**src/mmucfg_pkg.sv**
```systemverilog
package mmucfg_pkg;
   // Internal I/O offsets of the registers held here
   localparam logic [5:0] MMUCFG_OFF_UPPER_BASE = 6'h38;
   localparam logic [5:0] MMUCFG_OFF_PAGED_BASE = 6'h39;
   localparam logic [5:0] MMUCFG_OFF_AREA_BOUND = 6'h3A;
   localparam logic [5:0] MMUCFG_OFF_COMPAT     = 6'h3E;
   localparam logic [5:0] MMUCFG_OFF_IO_CTRL    = 6'h3F;
   // Values after reset
   localparam logic [7:0] MMUCFG_RST_AREA_BOUND = 8'hFF;
   localparam logic [7:0] MMUCFG_RST_BASE       = 8'h00;
   localparam logic       MMUCFG_RST_STROBE_EN  = 1'b1;
   localparam logic [1:0] MMUCFG_RST_RELOC      = 2'h0;
   localparam logic       MMUCFG_RST_IO_HALT    = 1'b0;
   // Field positions
   localparam int MMUCFG_POS_STROBE_EN = 7;
   localparam int MMUCFG_POS_RELOC_HI  = 7;
   localparam int MMUCFG_POS_RELOC_LO  = 6;
   localparam int MMUCFG_POS_IO_HALT   = 5;
   // Window granule: 4 KB pages, 12 offset bits
   localparam int MMUCFG_PAGE_BITS = 12;
endpackage

```
**src/mmucfg_regs.sv**
```systemverilog
`timescale 1ns/1ps
// Contract
// - upper nibble sets upper shared window start
// - upper nibble resets to all ones
// - lower nibble sets paged window start
// - lower nibble resets to all ones
// - 64 KB split into three regions
// - strobe enable bit, set on reset
// - enabled: strobe on fetch, level0, NMI first
// - enabled: return fetched once, fast cycles
// - disabled: no strobe on ordinary fetches
// - disabled: return refetched with strobe asserted
// - top two bits relocate internal I/O
// - decode only when upper address byte zero
// - relocation bits clear on reset
// - writing bit 5 one enters I/O halt
// - I/O halt leaves on zero write or reset
// - upper base adds, 20-bit, clears on reset
// - paged base adds, clears on reset
module mmucfg_regs
   import mmucfg_pkg::*;
(
   input  wire logic        clk,
   input  wire logic        rst,
   // Internal I/O port from the core
   input  wire logic [15:0] io_addr,
   input  wire logic [7:0]  io_wdata,
   input  wire logic        io_wr,
   input  wire logic        io_rd,
   output logic      [7:0]  io_rdata,
   output logic             io_hit,
   // Logical to physical translation
   input  wire logic [15:0] log_addr,
   output logic      [19:0] phys_addr,
   // Bus cycle kinds from the core sequencer
   input  wire logic        opcode_fetch,
   input  wire logic        level0_ack,
   input  wire logic        nmi_ack_first,
   input  wire logic        interrupt_return_opcode_fetched,
   input  wire logic        refetch_cycle,
   // Compatibility outputs
   output logic             fetch_cycle_strobe_n,
   output logic             interrupt_return_opcode_refetch_req,
   output logic             interrupt_return_opcode_fast_cycles,
   output logic             io_halt_mode
);

   // Stored register fields
   // All of them sit on the core clock and are written from logic on that clock,
   // so no input here needs a synchroniser
   logic [7:0] area_boundary_r;     // Upper nibble upper start, lower paged start
   logic [7:0] upper_base_r;        // Upper shared window base, 4 KB units
   logic [7:0] paged_base_r;        // Paged window base, 4 KB units
   logic       strobe_en_r;         // Fetch strobe enable
   logic [1:0] reloc_r;             // Internal I/O relocation
   logic       io_halt_r;           // I/O halt mode
   logic       refetch_r;           // Return refetch still owed to the core

   // Address decode of the internal I/O block
   // Pure combinational decode; the registered answer follows one cycle later
   logic       block_sel;           // Address falls in the relocated block
   logic [5:0] io_off;              // Offset within the block
   logic       wr_upper;
   logic       wr_paged;
   logic       wr_area;
   logic       wr_compat;
   logic       wr_ioctl;
   logic       reg_hit;             // One of our registers is addressed
   logic [7:0] rd_mux;

   // Upper byte must be zero and bits 7:6 match the relocation field
   // The relocation field also moves the block holding this very register, so software
   // has to use the new address from the access after the write
   // Only the low 256 I/O addresses can reach us; the four 64-byte slots are the
   // only places the block can sit
   assign block_sel = (io_addr[15:8] == 8'h00)
                      && (io_addr[7:6] == reloc_r);
   assign io_off    = io_addr[5:0];

   // Decoding is used for both write strobes and the hit flag
   // A function keeps the offset compare in one place for all of its users
   function automatic logic off_is(input logic [5:0] off, input logic [5:0] want);
      off_is = (off == want);
   endfunction

   // One write strobe per register; at most one of them is high
   assign wr_upper  = io_wr && block_sel && off_is(io_off, MMUCFG_OFF_UPPER_BASE);
   assign wr_paged  = io_wr && block_sel && off_is(io_off, MMUCFG_OFF_PAGED_BASE);
   assign wr_area   = io_wr && block_sel && off_is(io_off, MMUCFG_OFF_AREA_BOUND);
   assign wr_compat = io_wr && block_sel && off_is(io_off, MMUCFG_OFF_COMPAT);
   assign wr_ioctl  = io_wr && block_sel && off_is(io_off, MMUCFG_OFF_IO_CTRL);
   // Hit flag covers reads and writes of any of the five registers
   assign reg_hit   = block_sel && (off_is(io_off, MMUCFG_OFF_UPPER_BASE)
                      || off_is(io_off, MMUCFG_OFF_PAGED_BASE)
                      || off_is(io_off, MMUCFG_OFF_AREA_BOUND)
                      || off_is(io_off, MMUCFG_OFF_COMPAT)
                      || off_is(io_off, MMUCFG_OFF_IO_CTRL));

   // Read data; reserved bits read as zero, misses read zero
   // Zero on a miss keeps the shared read path quiet for other I/O blocks
   assign rd_mux =
      !block_sel                                     ? 8'h00 :
      off_is(io_off, MMUCFG_OFF_UPPER_BASE)          ? upper_base_r :
      off_is(io_off, MMUCFG_OFF_PAGED_BASE)          ? paged_base_r :
      off_is(io_off, MMUCFG_OFF_AREA_BOUND)          ? area_boundary_r :
      off_is(io_off, MMUCFG_OFF_COMPAT)              ? {strobe_en_r, 7'h00} :
      off_is(io_off, MMUCFG_OFF_IO_CTRL)             ? {reloc_r, io_halt_r, 5'h00} :
                                                       8'h00;

   // Area boundary register, both nibbles set to ones on reset
   // After reset only the top 4 KB page is upper shared and the rest is low shared,
   // so the core starts from a flat map
   always_ff @(posedge clk)
   begin
      if (rst)
         area_boundary_r <= MMUCFG_RST_AREA_BOUND;
      else if (wr_area)
         area_boundary_r <= io_wdata;
   end

   // Window bases, cleared on reset
   // Bases are whole 4 KB page numbers; the sum below spans 1 MB
   // A new base is used from the translation after the write
   always_ff @(posedge clk)
   begin
      if (rst)
      begin
         upper_base_r <= MMUCFG_RST_BASE;
         paged_base_r <= MMUCFG_RST_BASE;
      end
      else
      begin
         if (wr_upper)
            upper_base_r <= io_wdata;
         if (wr_paged)
            paged_base_r <= io_wdata;
      end
   end

   // Compatibility and I/O control fields
   // Only the defined bits are kept; writes to the reserved bits are dropped and
   // those bits read back as zero
   always_ff @(posedge clk)
   begin
      if (rst)
      begin
         strobe_en_r <= MMUCFG_RST_STROBE_EN;
         reloc_r     <= MMUCFG_RST_RELOC;
         io_halt_r   <= MMUCFG_RST_IO_HALT;
      end
      else
      begin
         if (wr_compat)
            strobe_en_r <= io_wdata[MMUCFG_POS_STROBE_EN];
         if (wr_ioctl)
         begin
            // Relocation takes effect from the next access, not this one
            reloc_r   <= {io_wdata[MMUCFG_POS_RELOC_HI], io_wdata[MMUCFG_POS_RELOC_LO]};
            io_halt_r <= io_wdata[MMUCFG_POS_IO_HALT];
         end
      end
   end

   // Region select on the 4 KB page number
   // Limitation: if software sets the paged start above the upper start the paged
   // window is empty; the upper window is tested first and wins
   logic [3:0]  page;
   logic        in_upper;
   logic        in_paged;
   logic [7:0]  sel_base;
   logic [19:0] phys_nxt;

   assign page     = log_addr[15:MMUCFG_PAGE_BITS];
   // Upper window from its start to the top, paged window below it
   assign in_upper = (page >= area_boundary_r[7:4]);
   assign in_paged = !in_upper && (page >= area_boundary_r[3:0]);
   // Low shared window uses a zero base
   assign sel_base = in_upper ? upper_base_r :
                     in_paged ? paged_base_r : 8'h00;
   // A 20-bit sum; carry out of the top wraps, as a 20-bit bus would
   assign phys_nxt = {4'h0, log_addr} + {sel_base, 12'h000};

   // Return refetch: owed after a return opcode fetch when the strobe is off
   // A new return fetch in the same cycle as the refetch wins, so a second request
   // is never lost to the clear
   logic refetch_nxt;
   assign refetch_nxt = (interrupt_return_opcode_fetched && !strobe_en_r) ? 1'b1 :
                        refetch_cycle                  ? 1'b0 : refetch_r;

   // Strobe: enabled cases, or the legacy refetch cycle
   // Registered, so the strobe trails its cause by one cycle; the core sequencer
   // allows for that when it lines the pin up with the bus cycle
   logic strobe_on;
   assign strobe_on = (strobe_en_r && (opcode_fetch || level0_ack || nmi_ack_first))
                      || (!strobe_en_r && refetch_cycle);

   // Registered outputs
   // Read data is forced to zero outside a read so that a stale value can never
   // look like a fresh answer
   always_ff @(posedge clk)
   begin
      if (rst)
      begin
         io_rdata             <= 8'h00;
         io_hit               <= 1'b0;
         phys_addr            <= 20'h00000;
         fetch_cycle_strobe_n <= 1'b1;
         refetch_r            <= 1'b0;
      end
      else
      begin
         io_rdata             <= io_rd ? rd_mux : 8'h00;
         io_hit               <= (io_rd || io_wr) && reg_hit;
         phys_addr            <= phys_nxt;
         fetch_cycle_strobe_n <= !strobe_on;
         refetch_r            <= refetch_nxt;
      end
   end

   // Mode outputs follow the register bits directly
   // These are flops already, so no extra stage is added
   assign interrupt_return_opcode_refetch_req = refetch_r;
   assign interrupt_return_opcode_fast_cycles = strobe_en_r;
   assign io_halt_mode     = io_halt_r;

   // Checks; each one but halt_write_a, which uses wr_ioctl, restates its rule from ports and stored
   // fields rather than from the decode wires above, so a slip in the decode shows up here
   // Boundary nibbles come up as all ones, so the core starts on a flat map
   area_reset_a: assert property (@(posedge clk)
      $fell(rst) |-> area_boundary_r == MMUCFG_RST_AREA_BOUND)
      else $error("area boundary not all ones after reset");
   area_nib_a: assert property (@(posedge clk) disable iff (rst)
      $past(rst) && !rst |-> area_boundary_r[7:4] == 4'hF && area_boundary_r[3:0] == 4'hF)
      else $error("area nibbles wrong after reset");
   // A write to the boundary register lands whole on the next edge
   area_write_a: assert property (@(posedge clk) disable iff (rst)
      io_wr && io_addr == {8'h00, reloc_r, MMUCFG_OFF_AREA_BOUND}
      |=> area_boundary_r == $past(io_wdata))
      else $error("area boundary write lost");
   // Translation is checked against the stored bases, one cycle late like phys_addr
   upper_map_a: assert property (@(posedge clk) disable iff (rst)
      page >= area_boundary_r[7:4]
      |=> phys_addr == {4'h0, $past(log_addr)} + {$past(upper_base_r), 12'h000})
      else $error("upper window base not used");
   // Between the two starts the paged base is added
   paged_map_a: assert property (@(posedge clk) disable iff (rst)
      page >= area_boundary_r[3:0] && page < area_boundary_r[7:4]
      |=> phys_addr == {4'h0, $past(log_addr)} + {$past(paged_base_r), 12'h000})
      else $error("paged window base not used");
   // Below both starts the address passes with a zero base
   low_map_a: assert property (@(posedge clk) disable iff (rst)
      (page < area_boundary_r[3:0]) && (page < area_boundary_r[7:4])
      |=> phys_addr == {4'h0, $past(log_addr)})
      else $error("low window not mapped directly");
   // Strobe cases while the enable bit is set
   strobe_on_a: assert property (@(posedge clk) disable iff (rst)
      strobe_en_r && opcode_fetch |=> !fetch_cycle_strobe_n)
      else $error("strobe missing on fetch");
   strobe_lvl0_a: assert property (@(posedge clk) disable iff (rst)
      strobe_en_r && level0_ack |=> !fetch_cycle_strobe_n)
      else $error("strobe missing on level 0 acknowledge");
   strobe_nmi_a: assert property (@(posedge clk) disable iff (rst)
      strobe_en_r && nmi_ack_first |=> !fetch_cycle_strobe_n)
      else $error("strobe missing on NMI acknowledge");
   // Nothing but the refetch cycle may pull the strobe while disabled
   strobe_off_a: assert property (@(posedge clk) disable iff (rst)
      !strobe_en_r && !refetch_cycle |=> fetch_cycle_strobe_n)
      else $error("strobe driven while disabled");
   // A return fetched with the strobe off must leave a refetch owed
   refetch_req_a: assert property (@(posedge clk) disable iff (rst)
      interrupt_return_opcode_fetched && !strobe_en_r |=> interrupt_return_opcode_refetch_req)
      else $error("refetch not requested");
   refetch_stb_a: assert property (@(posedge clk) disable iff (rst)
      !strobe_en_r && refetch_cycle |=> !fetch_cycle_strobe_n)
      else $error("refetch cycle without strobe");
   refetch_clr_a: assert property (@(posedge clk) disable iff (rst)
      refetch_cycle && !interrupt_return_opcode_fetched |=> !interrupt_return_opcode_refetch_req)
      else $error("refetch request not withdrawn");
   // The fast return mode is the enable bit as last written
   fast_mode_a: assert property (@(posedge clk) disable iff (rst)
      io_wr && io_addr == {8'h00, reloc_r, MMUCFG_OFF_COMPAT}
      |=> interrupt_return_opcode_fast_cycles == $past(io_wdata[MMUCFG_POS_STROBE_EN]))
      else $error("fast return mode not following enable write");
   // I/O halt follows the last write to the control register
   halt_write_a: assert property (@(posedge clk) disable iff (rst)
      wr_ioctl |=> io_halt_mode == $past(io_wdata[5]))
      else $error("io halt bit not written");
   // Decode follows the relocation field and the zero upper address byte
   io_hit_a: assert property (@(posedge clk) disable iff (rst)
      io_rd && io_addr == {8'h00, reloc_r, MMUCFG_OFF_IO_CTRL} |=> io_hit)
      else $error("relocated control register not decoded");
   reloc_dec_a: assert property (@(posedge clk) disable iff (rst)
      io_rd && io_addr[15:8] != 8'h00 |=> !io_hit && io_rdata == 8'h00)
      else $error("decode with nonzero upper byte");
   // Reset values, checked one edge after reset is sampled
   reset_clr_a: assert property (@(posedge clk) rst |=> reloc_r == 2'h0
      && !io_halt_mode && upper_base_r == 8'h00 && paged_base_r == 8'h00 && strobe_en_r)
      else $error("reset values wrong");

   // Main scenarios: each window with a live base, a refetch, a relocated
   // block and a fetch while the strobe is disabled
   upper_win_c: cover property (@(posedge clk) disable iff (rst) in_upper && upper_base_r != 8'h00);
   paged_win_c: cover property (@(posedge clk) disable iff (rst) in_paged && paged_base_r != 8'h00);
   refetch_c:   cover property (@(posedge clk) disable iff (rst) interrupt_return_opcode_refetch_req ##[1:8] refetch_cycle);
   reloc_c:     cover property (@(posedge clk) disable iff (rst) reloc_r == 2'h3 && io_hit);
   strobe_dis_c: cover property (@(posedge clk) disable iff (rst) !strobe_en_r && opcode_fetch);

endmodule

```
**config.mk**
```make
export PLATFORM = sky130hd
export DESIGN_NAME = mmucfg_regs
export DESIGN_NICKNAME = d
export VERILOG_FILES = /design/src/mmucfg_pkg.sv /design/src/mmucfg_regs.sv
export SDC_FILE = /design/constraint.sdc
export NUM_CORES = 1
export LEC_CHECK = 0
export BUFFER_PORTS_ARGS = -buffer_cell sky130_fd_sc_hd__buf_4
export CORE_MARGIN = 4
export CORE_UTILIZATION = 29
export DETAILED_ROUTE_END_ITERATION = 8
export GPL_ROUTABILITY_DRIVEN = 0
export SKIP_LAST_GASP = 1
export SYNTH_ARGS = -nofsm -noshare
export SYNTH_HDL_FRONTEND = slang
export SYNTH_SLANG_ARGS = --single-unit
```
**constraint.sdc**
```tcl
create_clock -name clk -period 3.77 [get_ports clk]
set_clock_uncertainty 0.1 [all_clocks]
set_input_delay 0.377 -clock clk [delete_from_list [all_inputs] [get_ports clk]]
set_output_delay 0.377 -clock clk [all_outputs]
set_load 0.02 [all_outputs]
```
---- Word-level counts from Yosys, hierarchy flattened ----
Cells that the tools add are included.
storage, ports and cells
  flip-flop bits (word level) ............. 59
  output and inout bits ................... 33
  input bits .............................. 49
  word-level logic and storage cells ...... 58
operators by class
  reduce and logical (&&, ||, !) cells .... 27
  equality and inequality tests ........... 6
  mux-type cells .......................... 9
  magnitude comparators ................... 2
  bitwise logic cells ..................... 2
  add/sub/neg operators ................... 1
operators by type and width
  cell                  number
  $mux W8               7
  $eq A6 B6 Y1 const B  5
  $add A16 B20 Y20      1
  $logic_and A1 B1 Y1   13
  $ge A4 B4 Y1          2
  $logic_not A8 Y1      1
  $logic_or A1 B1 Y1    8
  $logic_not A1 Y1      3
  $reduce_or A3 Y1      1
  $eq A2 B2 Y1          1
  $mux W1               2
  $not A1 Y1            2
  $reduce_bool A2 Y1    1

---- Logic depth before layout (Yosys ltp) ----
Gate-level depths: netlist (run 1).
  depth in word-level cells ............... 7
  depth in mapped cells ................... 14
  mapped depth without buffers ............ 14

---- Worst setup path before layout (run 1) ----
No wires, ideal clock.
  kind .................................... input port to flip-flop
  start ................................... input port log_addr[12]
  end ..................................... register phys_addr[18]
  path buffers ............................ 0
  stages on the path ...................... 14
  arrival ................................. 2.797 ns
  data required time ...................... 3.542 ns
  path slack .............................. 0.746 ns
  setup time .............................. 0.128 ns
  path through ............................ inv_1 -> ha_1 -> nand2b_1 -> a2111o_1 -> o2111a_1 -> a22o_1 -> ha_1 -> fa_1 -> nand2_1 -> nand2_1 -> a21oi_1 -> a221oi_1 -> xor2_1 -> nor2_1
between the ends
  word-level cells in the longest chain between the ends .. 6
  elaborated cells on any way between the ends .. 7
  those cells by class .................... 1 x add/sub; 2 x order compare; 2 x mux; 2 x reduce/logical
ends and longest elaborated chain
  what                    line                RTL
  start: declaration      mmucfg_regs.sv:33   input wire logic [15:0] log_addr,
  $ge A4 B4 Y1            mmucfg_regs.sv:175  assign in_upper = (page >= area_boundary_r[7:4]);
  $logic_not A1 Y1        mmucfg_regs.sv:176  assign in_paged = !in_upper && (page >= area_boundary_r[3:0]);
  $logic_and A1 B1 Y1     mmucfg_regs.sv:176
  $mux W8                 mmucfg_regs.sv:179  in_paged ? paged_base_r : 8'h00;
  $mux W8                 mmucfg_regs.sv:178  assign sel_base = in_upper ? upper_base_r :
  $add A16 B20 Y20 (*)    mmucfg_regs.sv:181  assign phys_nxt = {4'h0, log_addr} + {sel_base, 12'h000};
  end signal: assignment  mmucfg_regs.sv:214  phys_addr <= phys_nxt;
  end: declaration        mmucfg_regs.sv:34   output logic [19:0] phys_addr,
Mark *: on every way between the ends. The rest lies on a longest branch, timed or not.
A chain may end at the register's enable or synchronous reset.

---- Worst setup path in the final report (run 1) ----
  start ................................... register area_boundary_r[6]
  end ..................................... register phys_addr[18]
between the ends
  word-level cells in the longest chain between the ends .. 6
ends and longest elaborated chain
  what                      line                RTL
  start: declaration        mmucfg_regs.sv:51   logic [7:0] area_boundary_r;
  start signal: assignment  mmucfg_regs.sv:118  area_boundary_r <= io_wdata;
  $ge A4 B4 Y1 (*)          mmucfg_regs.sv:175
  $logic_not A1 Y1          mmucfg_regs.sv:176
  $logic_and A1 B1 Y1       mmucfg_regs.sv:176
  $mux W8                   mmucfg_regs.sv:179
  $mux W8 (*)               mmucfg_regs.sv:178
  $add A16 B20 Y20 (*)      mmucfg_regs.sv:181
Marked as above.

==> results of run 1 <==
## routing by layer
metal,track usage [%],vias to the layer above
met5,0,-
met4,4.94,0
met3,4.03,7
met2,21.6,68
met1,16.4,1039
li1,-,1146
## cell usage after synthesis, drive strengths merged (3+ instances only)
| library cell | instances | area [um^2] |
|---|---|---|
| clkbuf | 9 | 33.8 |
| a22oi | 5 | 37.5 |
| mux2i | 29 | 290 |
| dfxtp | 59 | 1180 |
| ha | 12 | 150 |
| inv | 11 | 41.3 |
| nor2b | 15 | 93.8 |
| o21ai | 5 | 25.0 |
| a211oi | 3 | 22.5 |
| a21oi | 16 | 80.1 |
| nand2b | 7 | 43.8 |
| nor3 | 5 | 41.3 |
| buf | 3 | 22.5 |
| a22o | 4 | 35.0 |
| xnor2 | 3 | 26.3 |
| nand3 | 5 | 30.0 |
| nand2 | 9 | 36.3 |
| and2 | 4 | 25.0 |
| xor2 | 3 | 26.3 |
| nor2 | 38 | 143 |
| a311o | 7 | 70.1 |
## report_power, final
part | leakage [nW] | switching [mW] | internal [mW]
combinational | 1.06 | 0.0597 | 0.0613
clock | 0.119 | 0.253 | 0.405
sequential | 0.480 | 0.00235 | 0.633
total | 1.66 | 0.315 | 1.10
## worst paths after layout
check / cells after the start / slack (ns) / to / start
worst max register to register: 14 / 0.52 / phys_addr[18] / area_boundary_r[6]
worst min-delay path: 2 / 0.16 / phys_addr[11] / log_addr[11]
worst min register to register: 2 / 0.37 / interrupt_return_opcode_refetch_req / interrupt_return_opcode_refetch_req
worst max-delay path: 14 / 0.52 / phys_addr[18] / area_boundary_r[6]
## area by class of cell
cell class / instances / area share, %
clock inverters: 5 / 2.07
inverters: 11 / 1.14
clock buffers: 11 / 4.18
flip-flops and latches: 59 / 32.6
repair buffers: 83 / 17.2
well taps: 108 / 3.73
multi-input cells: 195 / 39.0
## sequential cells by signal, indices dropped and copies added (netlist names)
register and cells:
io_hit 1, phys_addr 20, io_rdata 8, io_halt_mode 1
fetch_cycle_strobe_n 1, interrupt_return_opcode_refetch_req 1, reloc_r 2, area_boundary_r 8
interrupt_return_opcode_fast_cycles 1, paged_base_r 8, upper_base_r 8
## through the flow
| step | setup slack [ns] | cells | hold slack [ns] |
|---|---|---|---|
| after floorplan | 0.746 | 277 | 0.354 |
| after CTS | 0.531 | 472 | 0.146 |
| after global routing | 0.324 | 472 | 0.156 |
| after global placement | 0.481 | 456 | 0.357 |
| final | 0.522 | 472 | 0.158 |
| after detailed placement | 0.443 | 456 | 0.366 |
## critical path, stage by stage (launching register included)
cell	delay, ns
dfxtp_1	0.31
inv_1	0.08
ha_1	0.20
or2_2	0.32
a211oi_1	0.37
nor2_1	0.20
a22o_1	0.27
ha_1	0.21
fa_1	0.41
nand2_1	0.08
nand2_1	0.05
a21oi_1	0.21
a221oi_1	0.09
xor2_1	0.17
nor2_1	0.05
## logic make-up (layout without fill, tap and decap cells)
logic type	after synthesis	after routing	share of synthesized area, %
adder cells (fa/ha/maj)	13	13	6.32
multiplexers	29	29	10.8
buffers and inverters	23	110	3.63
XOR/XNOR	6	6	1.95
AND/OR/NAND/NOR	91	91	18.0
AO/OA/AOI/OAI	56	56	15.4
flip-flops	59	59	43.9
==> results.yml, run 1 <==
finish:
  nets: 421
  fillers: 896
  final_area_um2: 3620
  multi_input_area_um2: 1410
  seq_area_um2: 1180
  num_antenna_cells: 0
  drive_above_1_share_pct: 29.7
  final_cell_mix: "83 x buf_4, 59 x dfxtp_1, 38 x nor2_1, 29 x mux2i_1, 16 x a21oi_1"
  syn_to_final_growth_pct: 34.5
  layout_commonest_cell: "buf_4"
  fin_util_pct: 40.7
floorplanning:
  die_h_um: 104
  core_area_um2: 8890
  io_pins: 82
  die_area_um2: 10900
  die_w_um: 104
  initial_core_util_pct: 30.3
  placementRows: 34
worst_setup_path:
  crit_fanout: 7
  critPathRequiredTime_ns: 3.87
  cp_data_arrival_time_ns: 3.35
  end_kind: "flop"
  setup.worst_path.start_class: "flop"
  critPathKind: "flop to flop"
clock_network:
  clockRootBuffer: "clkbuf_8"
  cts-resized-gates: 0
  clock_latency_ns: 0.32
  ctsHoldBuffers: 0
  cts_tree: "yes"
  cts_sinks: 59
  cts_inserted_buffers: 9
  cts_setup_buffers: 0
  clk_path_buf_depth: 2
  path_clk_slew_ns: 0.07
  h-tree-depth: 3
global_routing:
  grt_pass1_wl_um: 11500
  overflow: 0
  grt_pass1_vias: 2293
  antenna_found_initial: 0
  grt_usage_pct: 13.3
  grt_max_degree: 52
detailed_routing:
  route.met3.wl_um: 440
  first_iter_violations: 177
  final_antenna_net_count: 0
  dr_wl_met2_um: 3430
  wl_per_cell_um: 15.0
  via_per_inst: 4.79
  routed_wl_um: 7100
  top_layer: "met4"
  vias: 2260
  dr.pass1.iters: 4
  drc: 0
  wl_met1_um: 3150
run:
  cap_violations: 0
logic_synthesis:
  syn_nets: 339
  synth_area_per_cell_um2: 9.72
  synth_edf_count: 0
  ys_seq_area_share_pct: 43.9
  syn_inst: 277
  ys.flop_type: "dfxtp_1"
  synth_cell_type_count: 46
  async_reset_ff_share_pct: 0
  syn_area_um2: 2690
  yosysWarnings: 0
  ys_ff_latch: 59
power:
  irDropWorstVdd_uv: 196
  p_leak_nw: 1.66
  power_mw: 1.41
  power_density_nw_per_um2: 391
timing:
  slew_headroom_pct: 58.0
  setup_tns_ns: 0
  hold_viol: 0
  tightest_slew_ns: 0.627
  final-max-slew-violation-count: 0
  max_freq_mhz: 308
  setup_viol: 0
  fin_crit_ns: 3.25
  post-route-period-util_pct: 86.2
  rsz0062_at_grt: "no"
placed_design:
  place_hpwl_um: 5360
  placed_area_um2: 3390
  numPortBuffers: 81
min_path:
  hp-class: "input port to flop"
outcome:
  status: "completed"
Power figures use the tool's default switching activity.
==> run 2, diff against run 1 <==
Settings changed: ABC_AREA set to 1.
==> run 2 against run 1 <==
Net effect: global-route usage is 0.56 points higher; flip-flop and latch count stayed put; non-clock buffer count is 2 lower; critical path type unchanged; clock power is 22% lower; combinational power hardly changed; critical path depth is 4 higher; largest power group is now sequential cells; utilization is 0.62 points lower; power is 10% lower; wire length is 1.4% higher; via count is 11% higher; sequential power hardly changed.
==> results.yml, run 2 <==
floorplanning:
  initial_core_util_pct: 30.1
  core_area_um2: 8850
  io_pins: 82
  die_w_um: 104
  die_h_um: 104
  placementRows: 34
  die_area_um2: 10800
detailed_routing:
  via_per_inst: 4.58
  wl_per_cell_um: 13.2
  drc: 0
  dr.pass1.iters: 4
  routed_wl_um: 7200
  final_antenna_net_count: 0
  first_iter_violations: 102
  vias: 2499
logic_synthesis:
  synth_top_cell_area_share_pct: 44.3
  async_reset_ff_share_pct: 0
  synth_common_cells: "59 x dfxtp_1, 58 x nor2_1, 49 x inv_1"
  yosysWarnings: 0
  synth_cell_type_count: 29
  synth_area_per_cell_um2: 7.67
  syn_inst: 348
  ys_ff_latch: 59
  ys_seq_area_share_pct: 44.3
  ys.flop_type: "dfxtp_1"
  syn_area_um2: 2670
  synth_area_leaders: "dfxtp_1 44%, nor2_1 8.2%, inv_1 6.9%"
  yosysMostFrequentCell: "dfxtp_1"
  synth_top_area_cell: "dfxtp_1"
  syn_nets: 410
  synth_edf_count: 0
finish:
  syn_to_final_growth_pct: 33.0
  nets: 495
  layout_commonest_cell: "buf_4"
  regMostFlops: "phys_addr"
  num_antenna_cells: 0
  largest_reg_flops: 20
  fin_cells: 546
  drive_above_1_share_pct: 27.9
  final_cell_mix: "81 x buf_4, 59 x dfxtp_1, 58 x nor2_1, 49 x inv_1, 45 x nand2_1"
  fin_util_pct: 40.1
timing:
  rsz0062_at_grt: "no"
  tightest_slew_ns: 0.747
  setup_viol: 0
  slew_headroom_pct: 50.1
  final-max-slew-violation-count: 0
  max_freq_mhz: 348
  hold_viol: 0
  setup_tns_ns: 0
  fin_crit_ns: 2.87
  whs_ns: 0.111
  post-route-period-util_pct: 76.2
worst_setup_path:
  cpMostUsedCell: "nand2_1"
  cp_cell_sequence: "inv_1 -> ha_1 -> nand2_1 -> inv_1 -> nand2_1 -> nand2_1 -> nor2_2 -> nand2_1 -> o21ai_0 -> ha_1 -> a21oi_1 -> nand2_1 -> nand2_1 -> inv_1 -> nor2_1 -> a21oi_2 -> a21oi_1 -> nor2_1"
  setup.worst_path.start_class: "flop"
  cp_data_arrival_time_ns: 3.00
  crit_fanout: 6
  cpPeakStageDelay_ns: 0.35
  critPathRequiredTime_ns: 3.90
  cp_top_family: "simple AND/OR/NAND/NOR gates"
  crit_buf_inv: 3
  critPathKind: "flop to flop"
  cpMaxStageDelayCell: "dfxtp_1"
  end_kind: "flop"
clock_network:
  cts-resized-gates: 0
  clk_path_buf_depth: 2
  cts_inserted_buffers: 9
  ctsHoldBuffers: 0
  h-tree-depth: 3
  cts_tree: "yes"
  clockRootBuffer: "clkbuf_8"
  path_clk_slew_ns: 0.07
  cts_setup_buffers: 0
  cts_sinks: 59
  clock_latency_ns: 0.34
outcome:
  status: "completed"
global_routing:
  grt_pass1_vias: 2480
  grt_pass1_wl_um: 11900
  antenna_found_initial: 0
  grt_usage_pct: 13.8
  grt_max_degree: 28
  overflow: 0
power:
  power_density_nw_per_um2: 358
  p_leak_nw: 1.74
  power_mw: 1.27
  irDropWorstVdd_uv: 170
placed_design:
  numPortBuffers: 81
  dp.cells: 530
  place_hpwl_um: 5470
run:
  cap_violations: 0
min_path:
  hp-class: "input port to flop"
run 2: where the power goes:
group	switching [mW]	leakage, nW	internal (mW)
combinational	0.0630	1.17	0.0592
sequential	0.00262	0.480	0.633
clock	0.243	0.0949	0.269
run 2: worst reg2reg max path, cell delays in order, from the launching register on:
cell     delay [ns]
dfxtp_1        0.35
inv_1          0.07
ha_1           0.30
nand2_1        0.09
inv_1          0.04
nand2_1        0.08
nand2_1        0.06
nor2_2         0.20
nand2_1        0.13
o21ai_0        0.22
ha_1           0.32
a21oi_1        0.16
nand2_1        0.08
nand2_1        0.06
inv_1          0.05
nor2_1         0.16
a21oi_2        0.08
a21oi_1        0.16
nor2_1         0.07
run 2: area by class of cell:
type	instances	area [um^2]
tap	108	135
timing repair buffer	81	608
clock inverter	5	27.5
clock buffer	11	151
sequential	59	1180
fill	922	5300
inverter	55	206
multi-input combinational	227	1240
run 2: path summary, 6_finish.rpt:
kind / depth (start not counted) / end / startpoint / slack (ns)
setup reg to reg: 18 / phys_addr[19] / area_boundary_r[7] / 0.90
hold reg to reg: 2 / paged_base_r[4] / paged_base_r[4] / 0.39
setup / recovery: 18 / phys_addr[19] / area_boundary_r[7] / 0.90
hold / removal: 2 / fetch_cycle_strobe_n / nmi_ack_first / 0.11
run 2: cell families (layout without fill, tap and decap cells):
kind of cell | count (synthesis) | count (layout) | share of synthesized area, %
simple gates | 130 | 130 | 22.3
compound gates | 82 | 82 | 17.0
buf+inv | 62 | 152 | 9.33
flops | 59 | 59 | 44.3
fa+ha+maj | 13 | 13 | 6.38
xor+xnor | 2 | 2 | 0.657
run 2: metal layers:
metal / GRT usage (%) / up-vias / wire length, um
li1: - / 1294 / -
met1: 16.9 / 1117 / 3270
met3: 4.90 / 12 / 466
met4: 6.17 / 0 / 157
met5: 0 / - / 0
met2: 21.8 / 76 / 3310
run 2: per-stage QoR:
step           area, um^2  setup WS (ns)
5_1_grt              3550          0.527
3_3_place_gp         3370          0.817
6_report             3550          0.898
2_1_floorplan        2670           1.24
4_1_cts              3550          0.904
3_5_place_dp         3370          0.790
==> run 3, diff against run 2 <==
Clock period 3.77 ns to 2.85 ns, I/O delays scaled along.
==> run 3 against run 2 <==
Net effect: cell area is 3.5% higher; via count up 1.6%; clock-buffer cell count rose by 1; utilization rose by 1.4 points; register-to-register slack worse by 0.70 ns; hold slack got worse by 0.082 ns; clock power grew 56%; die area stayed put; first-iteration DRC count shrank 7.8%; critical endpoint is now phys_addr[18].
==> results.yml, run 3 (synthesized netlist as in run 2, its figures left out) <==
detailed_routing:
  via_per_inst: 4.62
  final_antenna_net_count: 0
  wl_per_cell_um: 13.1
  vias: 2540
  routed_wl_um: 7190
  dr.pass1.iters: 4
  first_iter_violations: 94
  drc: 0
finish:
  largest_reg_flops: 20
  final_cell_mix: "84 x buf_4, 59 x dfxtp_1, 57 x nor2_1, 49 x inv_1, 43 x nand2_1"
  fin_util_pct: 41.5
  multi_input_area_um2: 1290
  fillers: 911
  nets: 499
  seq_area_um2: 1180
  syn_to_final_growth_pct: 37.6
  regMostFlops: "phys_addr"
  num_antenna_cells: 0
  drive_above_1_share_pct: 29.9
  layout_commonest_cell: "buf_4"
global_routing:
  grt_pass1_vias: 2395
  grt_usage_pct: 13.5
  antenna_found_initial: 0
  grt_pass1_wl_um: 11700
  grt_max_degree: 28
  overflow: 0
clock_network:
  clk_path_buf_depth: 2
  clock_latency_ns: 0.34
  cts_inserted_buffers: 9
  h-tree-depth: 3
  clockRootBuffer: "clkbuf_8"
  cts_sinks: 59
  path_clk_slew_ns: 0.07
  cts_tree: "yes"
  cts_setup_buffers: 0
timing:
  setup_tns_ns: 0
  fin_crit_ns: 2.65
  max_freq_mhz: 378
  tightest_slew_ns: 0.346
  hold_viol: 0
  slew_headroom_pct: 76.9
  rsz0062_at_grt: "yes"
  post-route-period-util_pct: 92.9
  setup_viol: 0
  final-max-slew-violation-count: 0
placed_design:
  place_hpwl_um: 5420
  numPortBuffers: 81
power:
  irDropWorstVdd_uv: 239
  p_leak_nw: 1.78
  power_density_nw_per_um2: 493
min_path:
  hp-class: "input port to flop"
floorplanning:
  die_w_um: 104
  core_area_um2: 8850
  initial_core_util_pct: 30.1
  die_area_um2: 10800
  die_h_um: 104
  io_pins: 82
  placementRows: 34
worst_setup_path:
  crit_buf_inv: 3
  cpMaxStageDelayCell: "fa_1"
  cp_data_arrival_time_ns: 2.78
  cp_cell_sequence: "inv_1 -> ha_1 -> nand2_1 -> inv_1 -> nand2_1 -> nand2_1 -> nor2_2 -> nand2_2 -> o21ai_1 -> ha_1 -> fa_1 -> a31oi_1 -> inv_1 -> nand3_1 -> nand2_1 -> nand2_1 -> nor2_1"
  critPathKind: "flop to flop"
  cpMostUsedCell: "nand2_1"
  end_kind: "flop"
  setup.worst_path.start_class: "flop"
  cpPeakStageDelay_ns: 0.40
  cp_top_family: "adder cells"
  crit_fanout: 4
  critPathRequiredTime_ns: 2.98
run:
  cap_violations: 0
outcome:
  status: "completed"
-- run 3: cell count changes in the layout (fill, tap and decap cells not counted), moves of 2 or more --
cell | before | now
buf_4 | 81 | 84
o21ai_0 | 32 | 29
clkinv_2 | 4 | 2
ha_1 | 12 | 10
ha_4 | 0 | 2
nand2_1 | 45 | 43
nand2_2 | 0 | 2
-- run 3: layout make-up --
class	count	share of cell area, %
tap	108	3.68
timing repair buffer	85	17.5
inverter	55	5.63
clock buffer	12	4.50
sequential	59	32.2
multi-input combinational	227	35.3
clock inverter	4	1.30
-- run 3: what timing repair did --
item | 4_1_cts | 5_1_grt
gates resized for setup | 0 | 12
hold buffers | 1 | 0
endpoints found under the setup margin | 0 | 4
endpoints found under the hold margin | 1 | 0
-- run 3: final timing paths --
| check | startpoint | endpoint | slack, ns | cells after the start |
|---|---|---|---|---|
| worst max-delay path | area_boundary_r[7] | phys_addr[18] | 0.20 | 17 |
| worst min-delay path | opcode_fetch | fetch_cycle_strobe_n | 0.03 | 2 |
| worst max register to register | area_boundary_r[7] | phys_addr[18] | 0.20 | 17 |
| worst min register to register | interrupt_return_opcode_refetch_req | interrupt_return_opcode_refetch_req | 0.37 | 2 |
-- run 3: layer usage --
metal / vias up / track usage, % / wire, um
met4: 0 / 4.56 / 85
met3: 7 / 5.15 / 490
li1: 1299 / - / -
met2: 82 / 21.4 / 3460
met1: 1152 / 16.8 / 3150
met5: - / 0 / 0
-- run 3: where the power goes --
group / leakage, nW / switching (mW) / total (mW) / internal (mW)
Combinational: 1.19 / 0.0868 / 0.170 / 0.0836
Clock: 0.108 / 0.325 / 0.797 / 0.472
Sequential: 0.480 / 0.00350 / 0.841 / 0.838
Total: 1.78 / 0.416 / 1.81 / 1.39
-- run 3: metrics by stage --
| stage | instances | cell area, um^2 | power (mW) | setup slack (ns) | hold WS [ns] |
|---|---|---|---|---|---|
| after floorplan | 348 | 2670 | 0.929 | 0.363 | 0.274 |
| after global placement | 533 | 3390 | 1.02 | 0.105 | 0.353 |
| after detailed placement | 533 | 3390 | 1.03 | 0.0703 | 0.363 |
| after CTS | 550 | 3610 | 1.83 | 0.0879 | 0.00878 |
| after global routing | 550 | 3670 | 1.89 | 0.00188 | 0.0200 |
| final | 550 | 3670 | 1.81 | 0.201 | 0.0285 |
